==> config.mk <==
export PLATFORM = sky130hd
export DESIGN_NAME = line_interface_ctrl
export DESIGN_NICKNAME = d
export VERILOG_FILES = /design/src/hdl/line_if_pkg.sv /design/src/hdl/line_interface_ctrl.sv /design/src/hdl/bit_sync.sv /design/src/hdl/term_decoder.sv
export SDC_FILE = /design/constraint.sdc
export NUM_CORES = 1
export LEC_CHECK = 0
export ABC_AREA = 0
export BUFFER_PORTS_ARGS = -buffer_cell sky130_fd_sc_hd__clkbuf_2
export CORE_MARGIN = 3
export CORE_UTILIZATION = 45
export CTS_CLUSTER_DIAMETER = 150
export DETAILED_ROUTE_END_ITERATION = 16
export HOLD_SLACK_MARGIN = 0.05
export PLACE_DENSITY = 0.79
export SYNTH_ARGS = -nofsm -noshare
export SYNTH_HDL_FRONTEND = slang
export SYNTH_HIERARCHICAL = 1
export SYNTH_SLANG_ARGS = --single-unit
export TNS_END_PERCENT = 100
==> constraint.sdc <==
create_clock -name aclk -period 2.67 [get_ports aclk]
set_input_delay 0.6675 -clock aclk [delete_from_list [all_inputs] [get_ports aclk]]
set_output_delay 0.6675 -clock aclk [all_outputs]
set_load 0.01 [all_outputs]
==> src/hdl/line_if_pkg.sv <==
package line_if_pkg;

  localparam int ADDR_W = 12;

  // Register indices; byte address is four times the index
  localparam logic [9:0] IDX_RX_LEVEL = 10'h011;
  localparam logic [9:0] IDX_STATUS = 10'h014;
  localparam logic [9:0] IDX_IRQ_MASK = 10'h015;
  localparam logic [9:0] IDX_LOOPBACK = 10'h020;
  localparam logic [9:0] IDX_LINE_CTRL_TWO = 10'h031;
  localparam logic [9:0] IDX_TERM_PRESCALE = 10'h033;
  localparam logic [9:0] IDX_MODE = 10'h040;

  // Field positions
  localparam int RX_TERM_LSB = 0;
  localparam int TX_TERM_LSB = 3;
  localparam int PRESCALE_LSB = 6;
  localparam int JITTER_CLK_SEL_BIT = 3;
  localparam int OPEN_CIRCUIT_BIT = 1;
  localparam int CURRENT_LIMIT_BIT = 2;
  localparam int JITTER_LIMIT_BIT = 4;
  localparam int REMOTE_LOOP_BIT = 2;
  localparam int LOCAL_LOOP_BIT = 3;
  localparam int MODE_E1_BIT = 0;
  localparam int MODE_SYNC6312_BIT = 1;

  // Reset values
  localparam logic [7:0] TERM_PRESCALE_RST = 8'h00;
  localparam logic [7:0] IRQ_MASK_RST = 8'h00;
  localparam logic [7:0] LOOPBACK_RST = 8'h00;
  localparam logic [7:0] LINE_CTRL_TWO_RST = 8'h00;
  localparam logic [7:0] MODE_RST = 8'h00;

  // Termination codes
  localparam logic [2:0] TERM_75 = 3'h1;
  localparam logic [2:0] TERM_100 = 3'h2;
  localparam logic [2:0] TERM_120 = 3'h3;
  localparam logic [2:0] TERM_110 = 3'h4;

  localparam logic [1:0] RESP_OKAY = 2'h0;
  localparam logic [1:0] RESP_SLVERR = 2'h2;

  typedef enum logic [2:0] {
    SEL_NONE, SEL_RX_LEVEL, SEL_STATUS, SEL_IRQ_MASK, SEL_LOOPBACK, SEL_LINE_CTRL_TWO, SEL_TERM_PRESCALE, SEL_MODE
  } reg_sel_t;

  function automatic reg_sel_t decode_addr(input logic [ADDR_W-1:0] addr);
    reg_sel_t sel;
    sel = SEL_NONE;
    if (addr[1:0] == 2'h0) begin
      unique case (addr[ADDR_W-1:2])
        IDX_RX_LEVEL: sel = SEL_RX_LEVEL;
        IDX_STATUS: sel = SEL_STATUS;
        IDX_IRQ_MASK: sel = SEL_IRQ_MASK;
        IDX_LOOPBACK: sel = SEL_LOOPBACK;
        IDX_LINE_CTRL_TWO: sel = SEL_LINE_CTRL_TWO;
        IDX_TERM_PRESCALE: sel = SEL_TERM_PRESCALE;
        IDX_MODE: sel = SEL_MODE;
        default: sel = SEL_NONE;
      endcase
    end
    return sel;
  endfunction : decode_addr

endpackage : line_if_pkg

==> src/hdl/line_interface_ctrl.sv <==
// Chosen here: the AXI4-Lite interface to the registers.
`timescale 1ns/1ns
// Operation
// - Decode receive termination field, bits zero-two
// - Decode transmit termination field, same encoding
// - Report receive level continuously, 2.5 dB steps
// - Status bit one shows transmit open circuit
// - Current limit bit regardless of limiter enable
// - Jitter store near limit sets event
// - Reading status clears jitter limit event
// - Masked condition edges raise interrupt both ways
// - Masked jitter limit event raises interrupt
// - Remote loop sends line receive to transmit, except in sync mode
// - Local loop substitutes transmit data for receive
// - Sync mode outputs the line receive positive rail as receive clock
// - Sync mode leaves frame sync undriven
// - Sync mode transmits square wave
// - Jitter clock select applies in T1 only
// - Remote loop drives recovered clock on transmit
module line_interface_ctrl
  import line_if_pkg::*;
(
  input wire logic aclk, // System clock
  input wire logic aresetn, // Synchronous reset, active low
  input wire logic [ADDR_W-1:0] awaddr, // Write address
  input wire logic awvalid, // Write address valid
  output logic awready, // Write address ready
  input wire logic [31:0] wdata, // Write data
  input wire logic [3:0] wstrb, // Write byte strobes
  input wire logic wvalid, // Write data valid
  output logic wready, // Write data ready
  output logic [1:0] bresp, // Write response
  output logic bvalid, // Write response valid
  input wire logic bready, // Write response ready
  input wire logic [ADDR_W-1:0] araddr, // Read address
  input wire logic arvalid, // Read address valid
  output logic arready, // Read address ready
  output logic [31:0] rdata, // Read data
  output logic [1:0] rresp, // Read response
  output logic rvalid, // Read data valid
  input wire logic rready, // Read data ready
  input wire logic line_rx_pos, // Line receive, positive rail
  input wire logic line_rx_neg, // Line receive, negative rail
  input wire logic rx_clock_rec, // Recovered receive clock
  input wire logic tx_fmt_pos, // Formatter transmit data, positive
  input wire logic tx_fmt_neg, // Formatter transmit data, negative
  input wire logic tx_clock_in, // Normal transmit clock
  input wire logic pll_6312_clk, // 6312 kHz square wave from PLL
  input wire logic [3:0] rx_level_in, // Level code from receive slicer
  input wire logic tx_open_det, // Open-circuit detector
  input wire logic tx_limit_det, // Current limiter would activate
  input wire logic jitter_near_limit, // Elastic store within limit margin
  input wire logic rx_frame_sync_in, // Frame sync from receive framer
  output logic [3:0] rx_term_en, // Receive termination enables
  output logic [3:0] tx_term_en, // Transmit termination enables
  output logic [1:0] mclk_prescale, // Master clock prescaler
  output logic jitter_clk_src_sel, // Jitter clock: 0 prescaled, 1 PLL
  output logic line_tx_pos, // Line driver data, positive
  output logic line_tx_neg, // Line driver data, negative
  output logic tx_clock_out, // Transmit clock output
  output logic rx_data_pos, // Data to receive processing, positive
  output logic rx_data_neg, // Data to receive processing, negative
  output logic rx_clock_out, // Receive clock output
  output logic rx_frame_sync_out, // Frame sync pin, output value
  output logic rx_frame_sync_oe, // Frame sync pin, output enable
  output logic irq // Interrupt, active high
);

  logic [14:0] pins_s;
  logic rx_pos_s, rx_neg_s, rx_clk_s, fmt_pos_s, fmt_neg_s, tx_clk_s, pll_s;
  logic [3:0] level_s;
  logic open_s, limit_s, jlim_s, fsync_s;

  bit_sync #(.W(15)) u_sync (
    .aclk(aclk),
    .aresetn(aresetn),
    .async_in({line_rx_pos, line_rx_neg, rx_clock_rec, tx_fmt_pos, tx_fmt_neg, tx_clock_in, pll_6312_clk,
               rx_level_in, tx_open_det, tx_limit_det, jitter_near_limit, rx_frame_sync_in}),
    .sync_out(pins_s)
  );
  assign {rx_pos_s, rx_neg_s, rx_clk_s, fmt_pos_s, fmt_neg_s, tx_clk_s, pll_s,
          level_s, open_s, limit_s, jlim_s, fsync_s} = pins_s;

  // Software registers
  logic [7:0] term_prescale_q, irq_mask_q, loopback_q, line_ctrl_two_q, mode_q;
  logic remote_loop_en, local_loop_en, e1_mode, sync_mode;
  assign remote_loop_en = loopback_q[REMOTE_LOOP_BIT];
  assign local_loop_en = loopback_q[LOCAL_LOOP_BIT];
  assign e1_mode = mode_q[MODE_E1_BIT];
  assign sync_mode = mode_q[MODE_SYNC6312_BIT];

  // Write channel
  logic aw_have_q, w_have_q, aw_have_d, w_have_d, bvalid_d, awready_q, wready_q, bvalid_q;
  logic [ADDR_W-1:0] aw_addr_q;
  logic [31:0] w_data_q;
  logic w_strb0_q;
  logic [1:0] bresp_q;
  logic aw_take, w_take, do_write;
  reg_sel_t wsel;

  assign aw_take = awvalid & awready_q;
  assign w_take = wvalid & wready_q;
  assign do_write = aw_have_q & w_have_q & ~bvalid_q;
  assign wsel = decode_addr(aw_addr_q);

  always_comb begin
    aw_have_d = (aw_have_q | aw_take) & ~do_write;
    w_have_d = (w_have_q | w_take) & ~do_write;
    bvalid_d = do_write | (bvalid_q & ~bready);
  end

  always_ff @(posedge aclk) begin
    if (!aresetn) begin
      aw_have_q <= 1'b0;
      w_have_q <= 1'b0;
      awready_q <= 1'b0;
      wready_q <= 1'b0;
      bvalid_q <= 1'b0;
      bresp_q <= RESP_OKAY;
      aw_addr_q <= '0;
      w_data_q <= '0;
      w_strb0_q <= 1'b0;
    end else begin
      aw_have_q <= aw_have_d;
      w_have_q <= w_have_d;
      awready_q <= ~aw_have_d & ~bvalid_d;
      wready_q <= ~w_have_d & ~bvalid_d;
      bvalid_q <= bvalid_d;
      if (aw_take) begin
        aw_addr_q <= awaddr;
      end
      if (w_take) begin
        w_data_q <= wdata;
        w_strb0_q <= wstrb[0];
      end
      if (do_write) begin
        bresp_q <= (wsel == SEL_NONE) ? RESP_SLVERR : RESP_OKAY;
      end
    end
  end

  // Only the low byte lane carries register data
  always_ff @(posedge aclk) begin
    if (!aresetn) begin
      term_prescale_q <= TERM_PRESCALE_RST;
      irq_mask_q <= IRQ_MASK_RST;
      loopback_q <= LOOPBACK_RST;
      line_ctrl_two_q <= LINE_CTRL_TWO_RST;
      mode_q <= MODE_RST;
    end else if (do_write && w_strb0_q) begin
      unique case (wsel)
        SEL_TERM_PRESCALE: term_prescale_q <= w_data_q[7:0];
        SEL_IRQ_MASK: irq_mask_q <= w_data_q[7:0];
        SEL_LOOPBACK: loopback_q <= w_data_q[7:0];
        SEL_LINE_CTRL_TWO: line_ctrl_two_q <= w_data_q[7:0];
        SEL_MODE: mode_q <= w_data_q[7:0];
        default: ;
      endcase
    end
  end

  // Read channel
  logic ar_take, rvalid_d, arready_q, rvalid_q;
  logic [31:0] rdata_q;
  logic [1:0] rresp_q;
  logic [7:0] rd_byte, status_val;
  reg_sel_t rsel;
  logic status_read;

  assign ar_take = arvalid & arready_q;
  assign rsel = decode_addr(araddr);
  assign status_read = ar_take & (rsel == SEL_STATUS);
  assign rvalid_d = ar_take | (rvalid_q & ~rready);

  // Status events
  logic open_prev_q, limit_prev_q, jlim_prev_q;
  logic jit_event_q, open_pend_q, limit_pend_q, jit_event_set;
  assign jit_event_set = jlim_s & ~jlim_prev_q;

  always_comb begin
    status_val = 8'h00;
    status_val[OPEN_CIRCUIT_BIT] = open_s;
    status_val[CURRENT_LIMIT_BIT] = limit_s;
    status_val[JITTER_LIMIT_BIT] = jit_event_q;
  end

  always_comb begin
    unique case (rsel)
      SEL_RX_LEVEL: rd_byte = {4'h0, level_s};
      SEL_STATUS: rd_byte = status_val;
      SEL_IRQ_MASK: rd_byte = irq_mask_q;
      SEL_LOOPBACK: rd_byte = loopback_q;
      SEL_LINE_CTRL_TWO: rd_byte = line_ctrl_two_q;
      SEL_TERM_PRESCALE: rd_byte = term_prescale_q;
      SEL_MODE: rd_byte = mode_q;
      default: rd_byte = 8'h00;
    endcase
  end

  always_ff @(posedge aclk) begin
    if (!aresetn) begin
      arready_q <= 1'b0;
      rvalid_q <= 1'b0;
      rdata_q <= '0;
      rresp_q <= RESP_OKAY;
    end else begin
      arready_q <= ~rvalid_d;
      rvalid_q <= rvalid_d;
      if (ar_take) begin
        rdata_q <= {24'h000000, rd_byte};
        rresp_q <= (rsel == SEL_NONE) ? RESP_SLVERR : RESP_OKAY;
      end
    end
  end

  // Event and pending flags; a new event wins over a read clear
  always_ff @(posedge aclk) begin
    if (!aresetn) begin
      open_prev_q <= 1'b0;
      limit_prev_q <= 1'b0;
      jlim_prev_q <= 1'b0;
      jit_event_q <= 1'b0;
      open_pend_q <= 1'b0;
      limit_pend_q <= 1'b0;
    end else begin
      open_prev_q <= open_s;
      limit_prev_q <= limit_s;
      jlim_prev_q <= jlim_s;
      jit_event_q <= jit_event_set | (jit_event_q & ~status_read);
      open_pend_q <= (open_s ^ open_prev_q) | (open_pend_q & ~status_read);
      limit_pend_q <= (limit_s ^ limit_prev_q) | (limit_pend_q & ~status_read);
    end
  end

  logic irq_q;
  always_ff @(posedge aclk) begin
    if (!aresetn) begin
      irq_q <= 1'b0;
    end else begin
      irq_q <= (open_pend_q & irq_mask_q[OPEN_CIRCUIT_BIT])
             | (limit_pend_q & irq_mask_q[CURRENT_LIMIT_BIT])
             | (jit_event_q & irq_mask_q[JITTER_LIMIT_BIT]);
    end
  end

  // Termination and clocking outputs
  logic [3:0] rx_term_d, tx_term_d, rx_term_q, tx_term_q;
  logic [1:0] prescale_q;
  logic jclk_sel_q;

  term_decoder u_rx_term (
    .code(term_prescale_q[RX_TERM_LSB +: 3]),
    .enable(rx_term_d)
  );
  term_decoder u_tx_term (
    .code(term_prescale_q[TX_TERM_LSB +: 3]),
    .enable(tx_term_d)
  );

  always_ff @(posedge aclk) begin
    if (!aresetn) begin
      rx_term_q <= 4'h0;
      tx_term_q <= 4'h0;
      prescale_q <= 2'h0;
      jclk_sel_q <= 1'b0;
    end else begin
      rx_term_q <= rx_term_d;
      tx_term_q <= tx_term_d;
      prescale_q <= term_prescale_q[PRESCALE_LSB +: 2];
      jclk_sel_q <= line_ctrl_two_q[JITTER_CLK_SEL_BIT] & ~e1_mode;
    end
  end

  // Data paths, loopbacks and 6312 kHz mode
  logic tx_pos_q, tx_neg_q, tx_clk_out_q, rx_pos_q, rx_neg_q, rx_clk_out_q, fs_q, fs_oe_q;
  always_ff @(posedge aclk) begin
    if (!aresetn) begin
      tx_pos_q <= 1'b0;
      tx_neg_q <= 1'b0;
      tx_clk_out_q <= 1'b0;
      rx_pos_q <= 1'b0;
      rx_neg_q <= 1'b0;
      rx_clk_out_q <= 1'b0;
      fs_q <= 1'b0;
      fs_oe_q <= 1'b0;
    end else begin
      if (sync_mode) begin
        tx_pos_q <= pll_s;
        tx_neg_q <= ~pll_s;
      end else if (remote_loop_en) begin
        tx_pos_q <= rx_pos_s;
        tx_neg_q <= rx_neg_s;
      end else begin
        tx_pos_q <= fmt_pos_s;
        tx_neg_q <= fmt_neg_s;
      end
      if (remote_loop_en) begin
        tx_clk_out_q <= rx_clk_s;
      end else begin
        tx_clk_out_q <= sync_mode ? pll_s : tx_clk_s;
      end
      // Looped data feeds the receive path ahead of the jitter attenuator
      rx_pos_q <= local_loop_en ? fmt_pos_s : rx_pos_s;
      rx_neg_q <= local_loop_en ? fmt_neg_s : rx_neg_s;
      rx_clk_out_q <= sync_mode ? rx_pos_s : rx_clk_s;
      fs_q <= fsync_s;
      fs_oe_q <= ~sync_mode;
    end
  end

  assign awready = awready_q;
  assign wready = wready_q;
  assign bvalid = bvalid_q;
  assign bresp = bresp_q;
  assign arready = arready_q;
  assign rvalid = rvalid_q;
  assign rdata = rdata_q;
  assign rresp = rresp_q;
  assign rx_term_en = rx_term_q;
  assign tx_term_en = tx_term_q;
  assign mclk_prescale = prescale_q;
  assign jitter_clk_src_sel = jclk_sel_q;
  assign line_tx_pos = tx_pos_q;
  assign line_tx_neg = tx_neg_q;
  assign tx_clock_out = tx_clk_out_q;
  assign rx_data_pos = rx_pos_q;
  assign rx_data_neg = rx_neg_q;
  assign rx_clock_out = rx_clk_out_q;
  assign rx_frame_sync_out = fs_q;
  assign rx_frame_sync_oe = fs_oe_q;
  assign irq = irq_q;
endmodule : line_interface_ctrl

==> src/hdl/bit_sync.sv <==
`timescale 1ns/1ns
module bit_sync #(
  parameter int W = 1
) (
  input wire logic aclk, // System clock
  input wire logic aresetn, // Synchronous reset, active low
  input wire logic [W-1:0] async_in, // Pins from outside the clock domain
  output logic [W-1:0] sync_out // Two-stage synchronised copy
);

  logic [W-1:0] meta_q;

  always_ff @(posedge aclk) begin
    if (!aresetn) begin
      meta_q <= '0;
      sync_out <= '0;
    end else begin
      meta_q <= async_in;
      sync_out <= meta_q;
    end
  end

endmodule : bit_sync

==> src/hdl/term_decoder.sv <==
`timescale 1ns/1ns
module term_decoder
  import line_if_pkg::*;
(
  input wire logic [2:0] code, // Termination select field
  output logic [3:0] enable // One-hot: 75, 100, 120, 110 ohm
);

  always_comb begin
    enable = 4'h0;
    unique case (code)
      TERM_75: enable = 4'h1;
      TERM_100: enable = 4'h2;
      TERM_120: enable = 4'h4;
      TERM_110: enable = 4'h8;
      default: enable = 4'h0;
    endcase
  end

endmodule : term_decoder

==> results.md, run 1 <==
* Post-layout util at approximately 56%
* Flop pwr share at between 40 and 50%
* PostCTS Resize Cnt at 0
* CTS tree: built
* Outcome: finished clean
* Slew Limit Fails at 0
* FP Rows at 40
* Worst VDD drop at ~0.35 mV
* Worst hold start: u_sync/meta_q[13]
* Slew of the pin with the lowest slew margin at 0.603 ns
* Leak Pwr at approximately 0.0030 uW
* Final min period at around 2.5 ns
* Crit Path Max Fanout at 8
* Starting density of the core at a little under half
* Synth top area share at approximately half
* WL per Instance at 14.2 um
* Antenna Nets Post-Route at 0
* Worst reg2reg startpoint: aw_addr_q[5]
* PnR Total Power at between 4000 and 5000 uW
* Skew-Pair Late Insertion Delay at between 0.4 and 0.5 ns
* Distinct cell type count after synthesis at 61
* Worst relative slew slack at between 50% and 60%
* Area growth from synthesis to layout at 20.2%
* CP Launch Type: flop
* Initial antenna violation count at 0
* Setup Crit Path Kind: reg2reg
* Average size of a mapped cell at around 9.5 um2
* Syn. warnings at 6
* Min-Delay Path Class: reg2reg
* Total Routed Length at around 12 mm
* Diode count at 0
* Largest net degree at the start of global routing at 33
* Crit path launch: aw_addr_q[5]
* Die area at 0.0138 mm2
* Clock transition at the registers of the reported paths at approximately 0.06 ns
* Final net count at 766
* H-Tree Depth at 4
* Via count at around 4.3k
* Comb power frac at around 5.2%
* Core Area at approximately 0.012 mm2
* Worst clock skew at approximately 0.0094 ns
* Drt drc at 0
* CTS hold repair buffers at 0
* Post-synth top area cell: dfxtp_1
* Mapped Area at about 0.0056 mm2
* Die span in x at around 120 um
* Final Hold Fails at 0
* Port bufs at 89
* Top_reg_cell synth: dfxtp_1
* Clk buf depth at 2
* Global Route Usage Sum at ~18%
* Max cap viols at 0
* Syn Inst Count at 588
* Detail Placement HPWL at about 8.8 mm
* RePlAce Congestion at 0.826
* Setup_tns at 0 ns
* Layout cells sized above 1 at a little over a fifth
* Fillers at 1070
* First-pass GRT wire length at slightly below 20 mm
* Via-to-Cell Ratio at 5.01
* Register bit total from synthesis at ~130
* RSZ-0062 raised after global routing: false
* Switching Fraction at between 20% and 30%
* Clock power frac at 48.4%
* # IOs at between 100 and 150
* Internal Pwr Total at 3550 uW
* Crit. End Element: flop
* Post-CTS Setup Repair Bufs at 0
* Drt first pass iters at 7
* Sequential element share of the synthesized area at approximately 48%
* PwrDens at between 600 and 700 mW/mm2
* Net Sw Power at between 900 and 1000 uW
* Vias in the first global route at roughly 4.2k
* Fmax at around 410 MHz
* Synth async-reset ratio at 0%
* Iter 0 DRT Violations at about 200
* Worst Path Required at just under 3 ns
* Root buf cell: clkbuf_16
* Post-synth EDFFs at 0
* Clock sinks at around 130
* Die H at 117 um
* Arr. time, crit path at 2.72 ns
* Synth top area cells: dfxtp_1 (48%), mux2i_1 (10%), nand2_1 (7.2%)
* Num CTS Buffers at 17
* Period utilisation layout at just over 90%
* Setup violators final at 0
* Grt ovf at 0
[worst max-delay path: stages (launching register included)]
cell	delay [ns]
dfxtp_1	0.34
or4b_4	0.57
or2_4	0.27
a211oi_4	0.29
o2111ai_2	0.17
or2_1	0.47
mux2i_1	0.20
[through the flow]
stage               setup WS (ns)  hold WS (ns)  area, um2  instances
floorplan                   0.247         0.406       5680        613
global placement            0.199         0.412       6160        833
detailed placement          0.181         0.414       6160        833
CTS                         0.210         0.427       6720        865
global route               0.0803         0.436       6720        865
finish                      0.213         0.424       6720        865
[synth_stat cells, types with 4 or more instances]
cell type  number
nor2_1         19
nand2_1       107
nor3b_1         9
a21oi_1        11
clkbuf_1       20
o211a_1         4
and2_2          7
nor2b_1        36
o22ai_1         5
mux2i_1        56
buf_4          26
dfxtp_1       134
and2_1         40
nand4b_1        6
nand2b_1        5
nor3_1          8
a21boi_0       25
a32o_1          4
[layer usage]
layer | up-vias | share of wire, % | GRT usage [%]
met5 | - | 0 | 0
li1 | 2137 | - | -
met2 | 177 | 48 | 29.6
met1 | 2004 | 43 | 21.6
met4 | 0 | 1.5 | 7.04
met3 | 18 | 7.2 | 4.68
[power by group through the flow]
| stage | Clock (uW) | Combinational [uW] | Sequential [uW] |
|---|---|---|---|
| finish | 2190 | 236 | 2090 |
| global route | 2310 | 263 | 2100 |
| CTS | 2220 | 236 | 2090 |
| detailed placement | 0 | 235 | 2140 |
| global placement | 0 | 225 | 2130 |
| floorplan | 0 | 175 | 2130 |
[layout by cell type, fill, tap and decap left out, types with 4 or more instances in the layout]
| cell type | netlist | final |
|---|---|---|
| nand4b_1 | 6 | 6 |
| o22ai_1 | 5 | 5 |
| clkbuf_1 | 20 | 4 |
| mux2i_1 | 56 | 56 |
| nand2b_1 | 5 | 5 |
| nor3_1 | 8 | 8 |
| nor2b_1 | 36 | 36 |
| nor2_1 | 19 | 19 |
| a21oi_1 | 11 | 11 |
| a21boi_0 | 25 | 25 |
| a32o_1 | 4 | 4 |
| nand2_1 | 107 | 107 |
| nor3b_1 | 9 | 9 |
| clkinv_2 | 0 | 6 |
| conb_1 | 1 | 26 |
| clkbuf_2 | 3 | 88 |
| and2_1 | 40 | 40 |
| dfxtp_1 | 134 | 134 |
| buf_4 | 26 | 14 |
| clkbuf_16 | 0 | 17 |
| o211a_1 | 4 | 4 |
| and2_2 | 7 | 7 |
[cell families after synthesis]
kind of cell	share of synthesized area (%)
other	0.0671
AO/OA/AOI/OAI	10.2
XOR/XNOR	0.470
buffers and inverters	5.53
AND/OR/NAND/NOR	25.5
multiplexers	10.2
flip-flops	48.0
[flip-flops by register name, indices dropped and copies added (netlist names), 2 cells and up]
name / cells
u_sync/meta_q: 15
tx_term_en: 4
mclk_prescale: 2
aw_addr_q: 12
term_prescale_q: 8
w_data_q: 8
mode_q: 8
rx_term_en: 4
line_ctrl_two_q: 8
irq_mask_q: 8
loopback_q: 8
u_sync/sync_out: 15
rdata: 8
[path summary, 6_finish.rpt]
check,endpoint,slack [ns],depth (start not counted)
max reg2reg,line_ctrl_two_q[5],0.21,6
min reg2reg,u_sync/sync_out[13],0.42,1
min,u_sync/sync_out[13],0.42,1
max,line_ctrl_two_q[5],0.21,6
[final cells by class]
cell class | instances | area (um2) | area share, %
Clock buffer | 22 | 454 | 6.76
Clock inverter | 10 | 105 | 1.57
Inverter | 1 | 3.75 | 0.0559
Multi-Input combinational cell | 426 | 2690 | 40.0
Sequential cell | 134 | 2680 | 39.9
Tap cell | 168 | 210 | 3.13
Timing Repair Buffer | 104 | 571 | 8.50
(Power assumes the default switching activity.)
==> inputs of run 2 (changes only) <==
--- a/config.mk
+++ b/config.mk
@@ -13,6 +13,7 @@
 export DETAILED_ROUTE_END_ITERATION = 16
 export HOLD_SLACK_MARGIN = 0.05
 export PLACE_DENSITY = 0.79
+export SETUP_SLACK_MARGIN = 0.5
 export SYNTH_ARGS = -nofsm -noshare
 export SYNTH_HDL_FRONTEND = slang
 export SYNTH_HIERARCHICAL = 1
==> results.md, run 2 (synthesis results as in run 1) <==
* Outcome: finished clean
* Vias in the first global route at 4178 (-1.5%)
* Port bufs at 89 (unchanged)
* Fillers at 1033 (-3.5%)
* Crit path launch: aw_addr_q[5]
* Internal Pwr Total at 3700 uW (+4.2%)
* Core Area at 0.0121 mm2 (unchanged)
* Worst r2r dst: line_ctrl_two_q[4]
* Worst-path cell chain: or4b_4 > or2_4 > a211oi_4 > o2111ai_2 > or2_4 > mux2i_1
* Total Routed Length at 12.2 mm (-0.54%)
* Min-Delay Path Class: reg2reg
* Worst reg2reg startpoint: aw_addr_q[5]
* # IOs at 143 (unchanged)
* Max stage delay on crit path at 0.55 ns (-0.02 ns)
* R2R Setup Slk at 0.46 ns (+0.25 ns)
* Flop pwr share at 44.1% (-2.2 points)
* Global Route Usage Sum at 18.1% (+0.46 points)
* PwrDens at 686 mW/mm2 (+1.9%)
* Clk buf depth at 2 (unchanged)
* Max cap viols at 0 (unchanged)
* CTS tree: built
* Comb power frac at 5.2% (about the same)
* Detail Placement HPWL at 8.62 mm (-2.4%)
* Sequential Area at 0.00269 mm2 (+0.28%)
* Period utilisation layout at 82.7% (-9.3 points)
* Final min period at 2.21 ns (-0.248 ns)
* Setup_tns at 0 ns (unchanged)
* Final net count at 771 (+0.65%)
* Reg2reg path depth at 6 (unchanged)
* Drt first pass iters at 5 (-2)
* Via-to-Cell Ratio at 4.96 (-1.0%)
* Arr. time, crit path at 2.51 ns (-0.21 ns)
* Worst relative slew slack at 56.8% (-3.0 points)
* Most frequent cells in the layout: dfxtp_1 (130), nand2_1 (107), clkbuf_2 (88)
* Clock power frac at 50.7% (+2.3 points)
* Initial antenna violation count at 0 (unchanged)
* Final Hold Fails at 0 (unchanged)
* WL per Instance at 14.1 um (-1.1%)
* Switching Fraction at 22.1% (+0.63 points)
* Drt drc at 0 (unchanged)
* Skew-Pair Late Insertion Delay at 0.42 ns (about the same)
* Cell family with most CP delay: simple AND/OR/NAND/NOR gates
* RSZ-0062 raised after global routing: true
* Worst VDD drop at 0.422 mV (+19%)
* Area growth from synthesis to layout at 23.9%
* Die area at 0.0138 mm2 (unchanged)
* First-pass GRT wire length at 20.4 mm (+2.8%)
* Worst path bufs/invs at 0 (unchanged)
* Diode count at 0 (unchanged)
* Crit Path Max Fanout at 8 (unchanged)
* Layout cells sized above 1 at 24.5% (+3.0 points)
* Net Sw Power at 1050 uW (+8.1%)
* Fmax at 453 MHz (+11%)
* Clock transition at the registers of the reported paths at 0.06 ns (about the same)
* Crit. End Element: flop
* Top flop regs: u_sync/meta_q: 15 flops, u_sync/sync_out: 15 flops, aw_addr_q: 12 flops
* Hold WS at 0.429 ns (+0.00578 ns)
* Largest net degree at the start of global routing at 64 (+94%)
* Most common cell after layout, fill and taps aside: dfxtp_1
* Antenna Nets Post-Route at 0 (unchanged)
* Slew Limit Fails at 0 (unchanged)
* Die span in x at 117 um (unchanged)
* Grt ovf at 0 (unchanged)
* Worst Path Required at 2.97 ns (+0.03 ns)
* Clock sinks at 134 (unchanged)
* Via count at 4317 (-0.44%)
* Leak Pwr at 0.00311 uW (+2.5%)
* Cell depth of the worst setup path at 6 (unchanged)
* Area after DPL at 0.00614 mm2 (-0.20%)
* Slew of the pin with the lowest slew margin at 0.648 ns (+0.0453 ns)
* Area of the multi-input gates at 0.00276 mm2 (+2.7%)
* Setup violators final at 0 (unchanged)
* Critical Path Sink: line_ctrl_two_q[4]
* Post-route cell area at 0.00692 mm2 (+3.1%)
* H-Tree Depth at 4 (unchanged)
* Iter 0 DRT Violations at 265 (+29%)
* Root buf cell: clkbuf_16
* Setup Crit Path Kind: reg2reg
* RePlAce Congestion at 0.845 (+2.3%)
* Crit-path most repeated cell: or2_4
* Worst path slowest cell: or4b_4
* Dpl ws at 0.145 ns (-0.0356 ns)
* Num CTS Buffers at 17 (unchanged)
* Starting density of the core at 46.3% (unchanged)
* CP Launch Type: flop
* Worst clock skew at 0.00644 ns (-0.00298 ns)
* Die H at 117 um (unchanged)
* FP Rows at 40 (unchanged)
* Setup WS post-layout at 0.461 ns (+0.248 ns)
* CTS hold repair buffers at 0 (unchanged)
run 2: what timing repair did:
item / 4_1_cts / 5_1_grt
gates resized for setup: 8 / 9
buffers inserted: 7 / 2
pin swaps: 6 / 5
endpoints found under the setup margin: 40 / 45
run 2: cell type report:
| type | count | area share [%] |
|---|---|---|
| inverter | 1 | 0.0542 |
| timing repair buffer | 109 | 9.15 |
| multi-input combinational | 426 | 39.9 |
| sequential | 134 | 38.9 |
| clock inverter | 13 | 2.48 |
| tap | 168 | 3.04 |
| clock buffer | 19 | 6.54 |
run 2: worst register-to-register path: cells and delay by family (launching register included):
family / cells / cell delay (ns)
AND/OR/NAND/NOR: 3 / 1.18
AO/OA/AOI/OAI: 2 / 0.43
multiplexers: 1 / 0.15
flip-flops: 1 / 0.34
run 2: power groups by stage:
stage / logic [uW] / clock network, uW / registers (uW)
6_report: 249 / 2410 / 2090
3_3_place_gp: 226 / 0 / 2130
2_1_floorplan: 175 / 0 / 2130
4_1_cts: 243 / 2450 / 2090
5_1_grt: 280 / 2540 / 2100
3_5_place_dp: 234 / 0 / 2130
run 2: how the worst min path moves through the flow:
stage                                 start             endpoint  slack (ns)  cells after the start
after floorplan           u_sync/meta_q[13]  u_sync/sync_out[13]        0.41                      1
after global placement    u_sync/meta_q[13]  u_sync/sync_out[13]        0.42                      1
after detailed placement   u_sync/meta_q[2]   u_sync/sync_out[2]        0.42                      1
after CTS                  u_sync/meta_q[0]   u_sync/sync_out[0]        0.43                      1
after global routing       u_sync/meta_q[2]   u_sync/sync_out[2]        0.44                      1
final                      u_sync/meta_q[0]   u_sync/sync_out[0]        0.43                      1
run 2: through the flow:
step           power (uW)  std cells  util [%]
2_1_floorplan        2300        613         -
3_3_place_gp         2360        829      50.9
3_5_place_dp         2370        829      50.9
4_1_cts              4780        868      56.9
5_1_grt              4920        870      57.4
6_report             4750        870      57.4
run 2: per-layer routing:
layer	wire length, um	part of all wire (%)	track usage (%)	up-vias
met5	0	0	0	-
met4	189	1.5	6.45	0
met3	949	7.8	5.30	20
met2	5640	46	28.7	170
met1	5450	45	23.5	1968
li1	-	-	-	2159
==> inputs of run 3 (changes only) <==
==> constraint.sdc (replaced) <==
create_clock -name aclk -period 2.3 [get_ports aclk]
set_input_delay 0.575 -clock aclk [delete_from_list [all_inputs] [get_ports aclk]]
set_output_delay 0.575 -clock aclk [all_outputs]
set_load 0.01 [all_outputs]
==> results.md, run 3 (synthesis results as in run 1) <==
* Clock transition at the registers of the reported paths at 0.06 ns (about the same)
* Post-route cell area at 0.00740 mm2 (+6.9%)
* Port bufs at 89 (unchanged)
* Final net count at 794 (+3.0%)
* R2R Setup Slk at 0.06 ns (-0.40 ns)
* Vias in the first global route at 4442 (+6.3%)
* Top flop regs: u_sync/meta_q: 15 flops, u_sync/sync_out: 15 flops, aw_addr_q: 12 flops
* WL per Instance at 15.1 um (+7.7%)
* Worst path bufs/invs at 2 (+2)
* Worst relative slew slack at 54.3% (-2.5 points)
* Die H at 117 um (unchanged)
* Crit. End Element: flop
* Setup Crit Path Kind: reg2reg
* First-pass GRT wire length at 21.6 mm (+6.0%)
* Worst path slowest cell: or4b_4
* Fin cells at 892 (+2.5%)
* Placed Instances at 845 (+1.9%)
* Total Routed Length at 13.5 mm (+10%)
* Max cap viols at 0 (unchanged)
* Area growth from synthesis to layout at 32.5%
* Layout cells sized above 1 at 29.4% (+4.9 points)
* Largest net degree at the start of global routing at 36 (-44%)
* RSZ-0062 raised after global routing: true
* Iter 0 DRT Violations at 284 (+7.2%)
* Crit Path Max Fanout at 8 (unchanged)
* Skew-Pair Late Insertion Delay at 0.41 ns (about the same)
* Drt drc at 0 (unchanged)
* Leak Pwr at 0.00332 uW (+6.8%)
* Initial antenna violation count at 0 (unchanged)
* Final Hold Fails at 0 (unchanged)
* Num CTS Buffers at 17 (unchanged)
* Worst clock skew at 0.00684 ns (+0.000402 ns)
* Outcome: finished clean
* Hold WS at 0.377 ns (-0.0522 ns)
* Slew of the pin with the lowest slew margin at 0.685 ns (+0.0368 ns)
* Via count at 4536 (+5.1%)
* Grt ovf at 0 (unchanged)
* RePlAce Congestion at 0.883 (+4.4%)
* Global Route Usage Sum at 19.2% (+1.1 points)
* Cell family with most CP delay: simple AND/OR/NAND/NOR gates
* Die span in x at 117 um (unchanged)
* Final min period at 2.24 ns (+0.0262 ns)
* Diode count at 0 (unchanged)
* Antenna Nets Post-Route at 0 (unchanged)
* Area after DPL at 0.00635 mm2 (+3.3%)
* Core Area at 0.0121 mm2 (unchanged)
* Die area at 0.0138 mm2 (unchanged)
* Worst-path cell chain: or4b_4 > or2_4 > a211oi_4 > o2111ai_2 > buf_4 > nor2_4 > buf_12 > mux2i_1
* Most frequent cells in the layout: dfxtp_1 (132), nand2_1 (106), clkbuf_2 (82)
* Fmax at 447 MHz (-1.2%)
* Worst Path Required at 2.63 ns (-0.34 ns)
* Most common cell after layout, fill and taps aside: dfxtp_1
* FP Rows at 40 (unchanged)
* Period utilisation layout at 97.2% (+14 points)
* CTS tree: built
* Min-Delay Path Class: in2reg
* Slew Limit Fails at 0 (unchanged)
* # IOs at 143 (unchanged)
* Starting density of the core at 46.3% (unchanged)
* Setup violators final at 0 (unchanged)
* CP Launch Type: flop
* Arr. time, crit path at 2.56 ns (+0.05 ns)
* Drt first pass iters at 5 (unchanged)
* Clk buf depth at 2 (unchanged)
* Clock sinks at 134 (unchanged)
* H-Tree Depth at 4 (unchanged)
* Via-to-Cell Ratio at 5.09 (+2.5%)
* Max stage delay on crit path at 0.53 ns (-0.02 ns)
* Root buf cell: clkbuf_16
* Detail Placement HPWL at 9.06 mm (+5.0%)
* PwrDens at 797 mW/mm2 (+16%)
* Worst VDD drop at 0.453 mV (+7.3%)
-- run 3: routing by layer --
metal	track usage (%)	wire [um]
met1	23.9	5690
met4	6.82	208
met5	0	0
met2	32.3	6730
met3	5.01	883
-- run 3: what timing repair did --
action | CTS | global route
hold buffers | 0 | 0
buffers inserted | 9 | 6
resized for setup | 17 | 42
cloned | 0 | 1
endpoints found under the setup margin | 50 | 50
pin swaps | 8 | 16
-- run 3: layout make-up --
type | count | area, um2
fillers | 965 | 4660
multi-input cells | 426 | 2890
flip-flops and latches | 134 | 2690
repair buffers | 132 | 918
clock buffers | 18 | 439
clock inverters | 13 | 251
well taps | 168 | 210
inverters | 1 | 3.75
-- run 3: power by group --
part | internal, uW | switching, uW | leakage, uW | total, uW
sequential | 2390 | 43.3 | 0.00109 | 2430
clock | 2160 | 980 | 0.000328 | 3140
combinational | 154 | 176 | 0.00190 | 330
-- run 3: final timing paths --
check	from	to	cells after the start
max reg2reg	aw_addr_q[5]	loopback_q[7]	8
min	rx_level_in[2]	u_sync/meta_q[6]	2
max	aw_addr_q[5]	loopback_q[7]	8
min reg2reg	u_sync/meta_q[0]	u_sync/sync_out[0]	1
-- run 3: stage by stage --
| step | power, uW | setup TNS (ns) | util (%) | worst slack [ns] |
|---|---|---|---|---|
| after floorplan | 2680 | 0 | - | 0.140 |
| after global placement | 2750 | -0.0210 | 52.6 | -0.0137 |
| after detailed placement | 2760 | -0.153 | 52.6 | -0.0346 |
| after CTS | 5920 | 0 | 59.5 | 0.0611 |
| after global routing | 6100 | -0.0297 | 61.3 | -0.0146 |
| final | 5900 | 0 | 61.3 | 0.0647 |
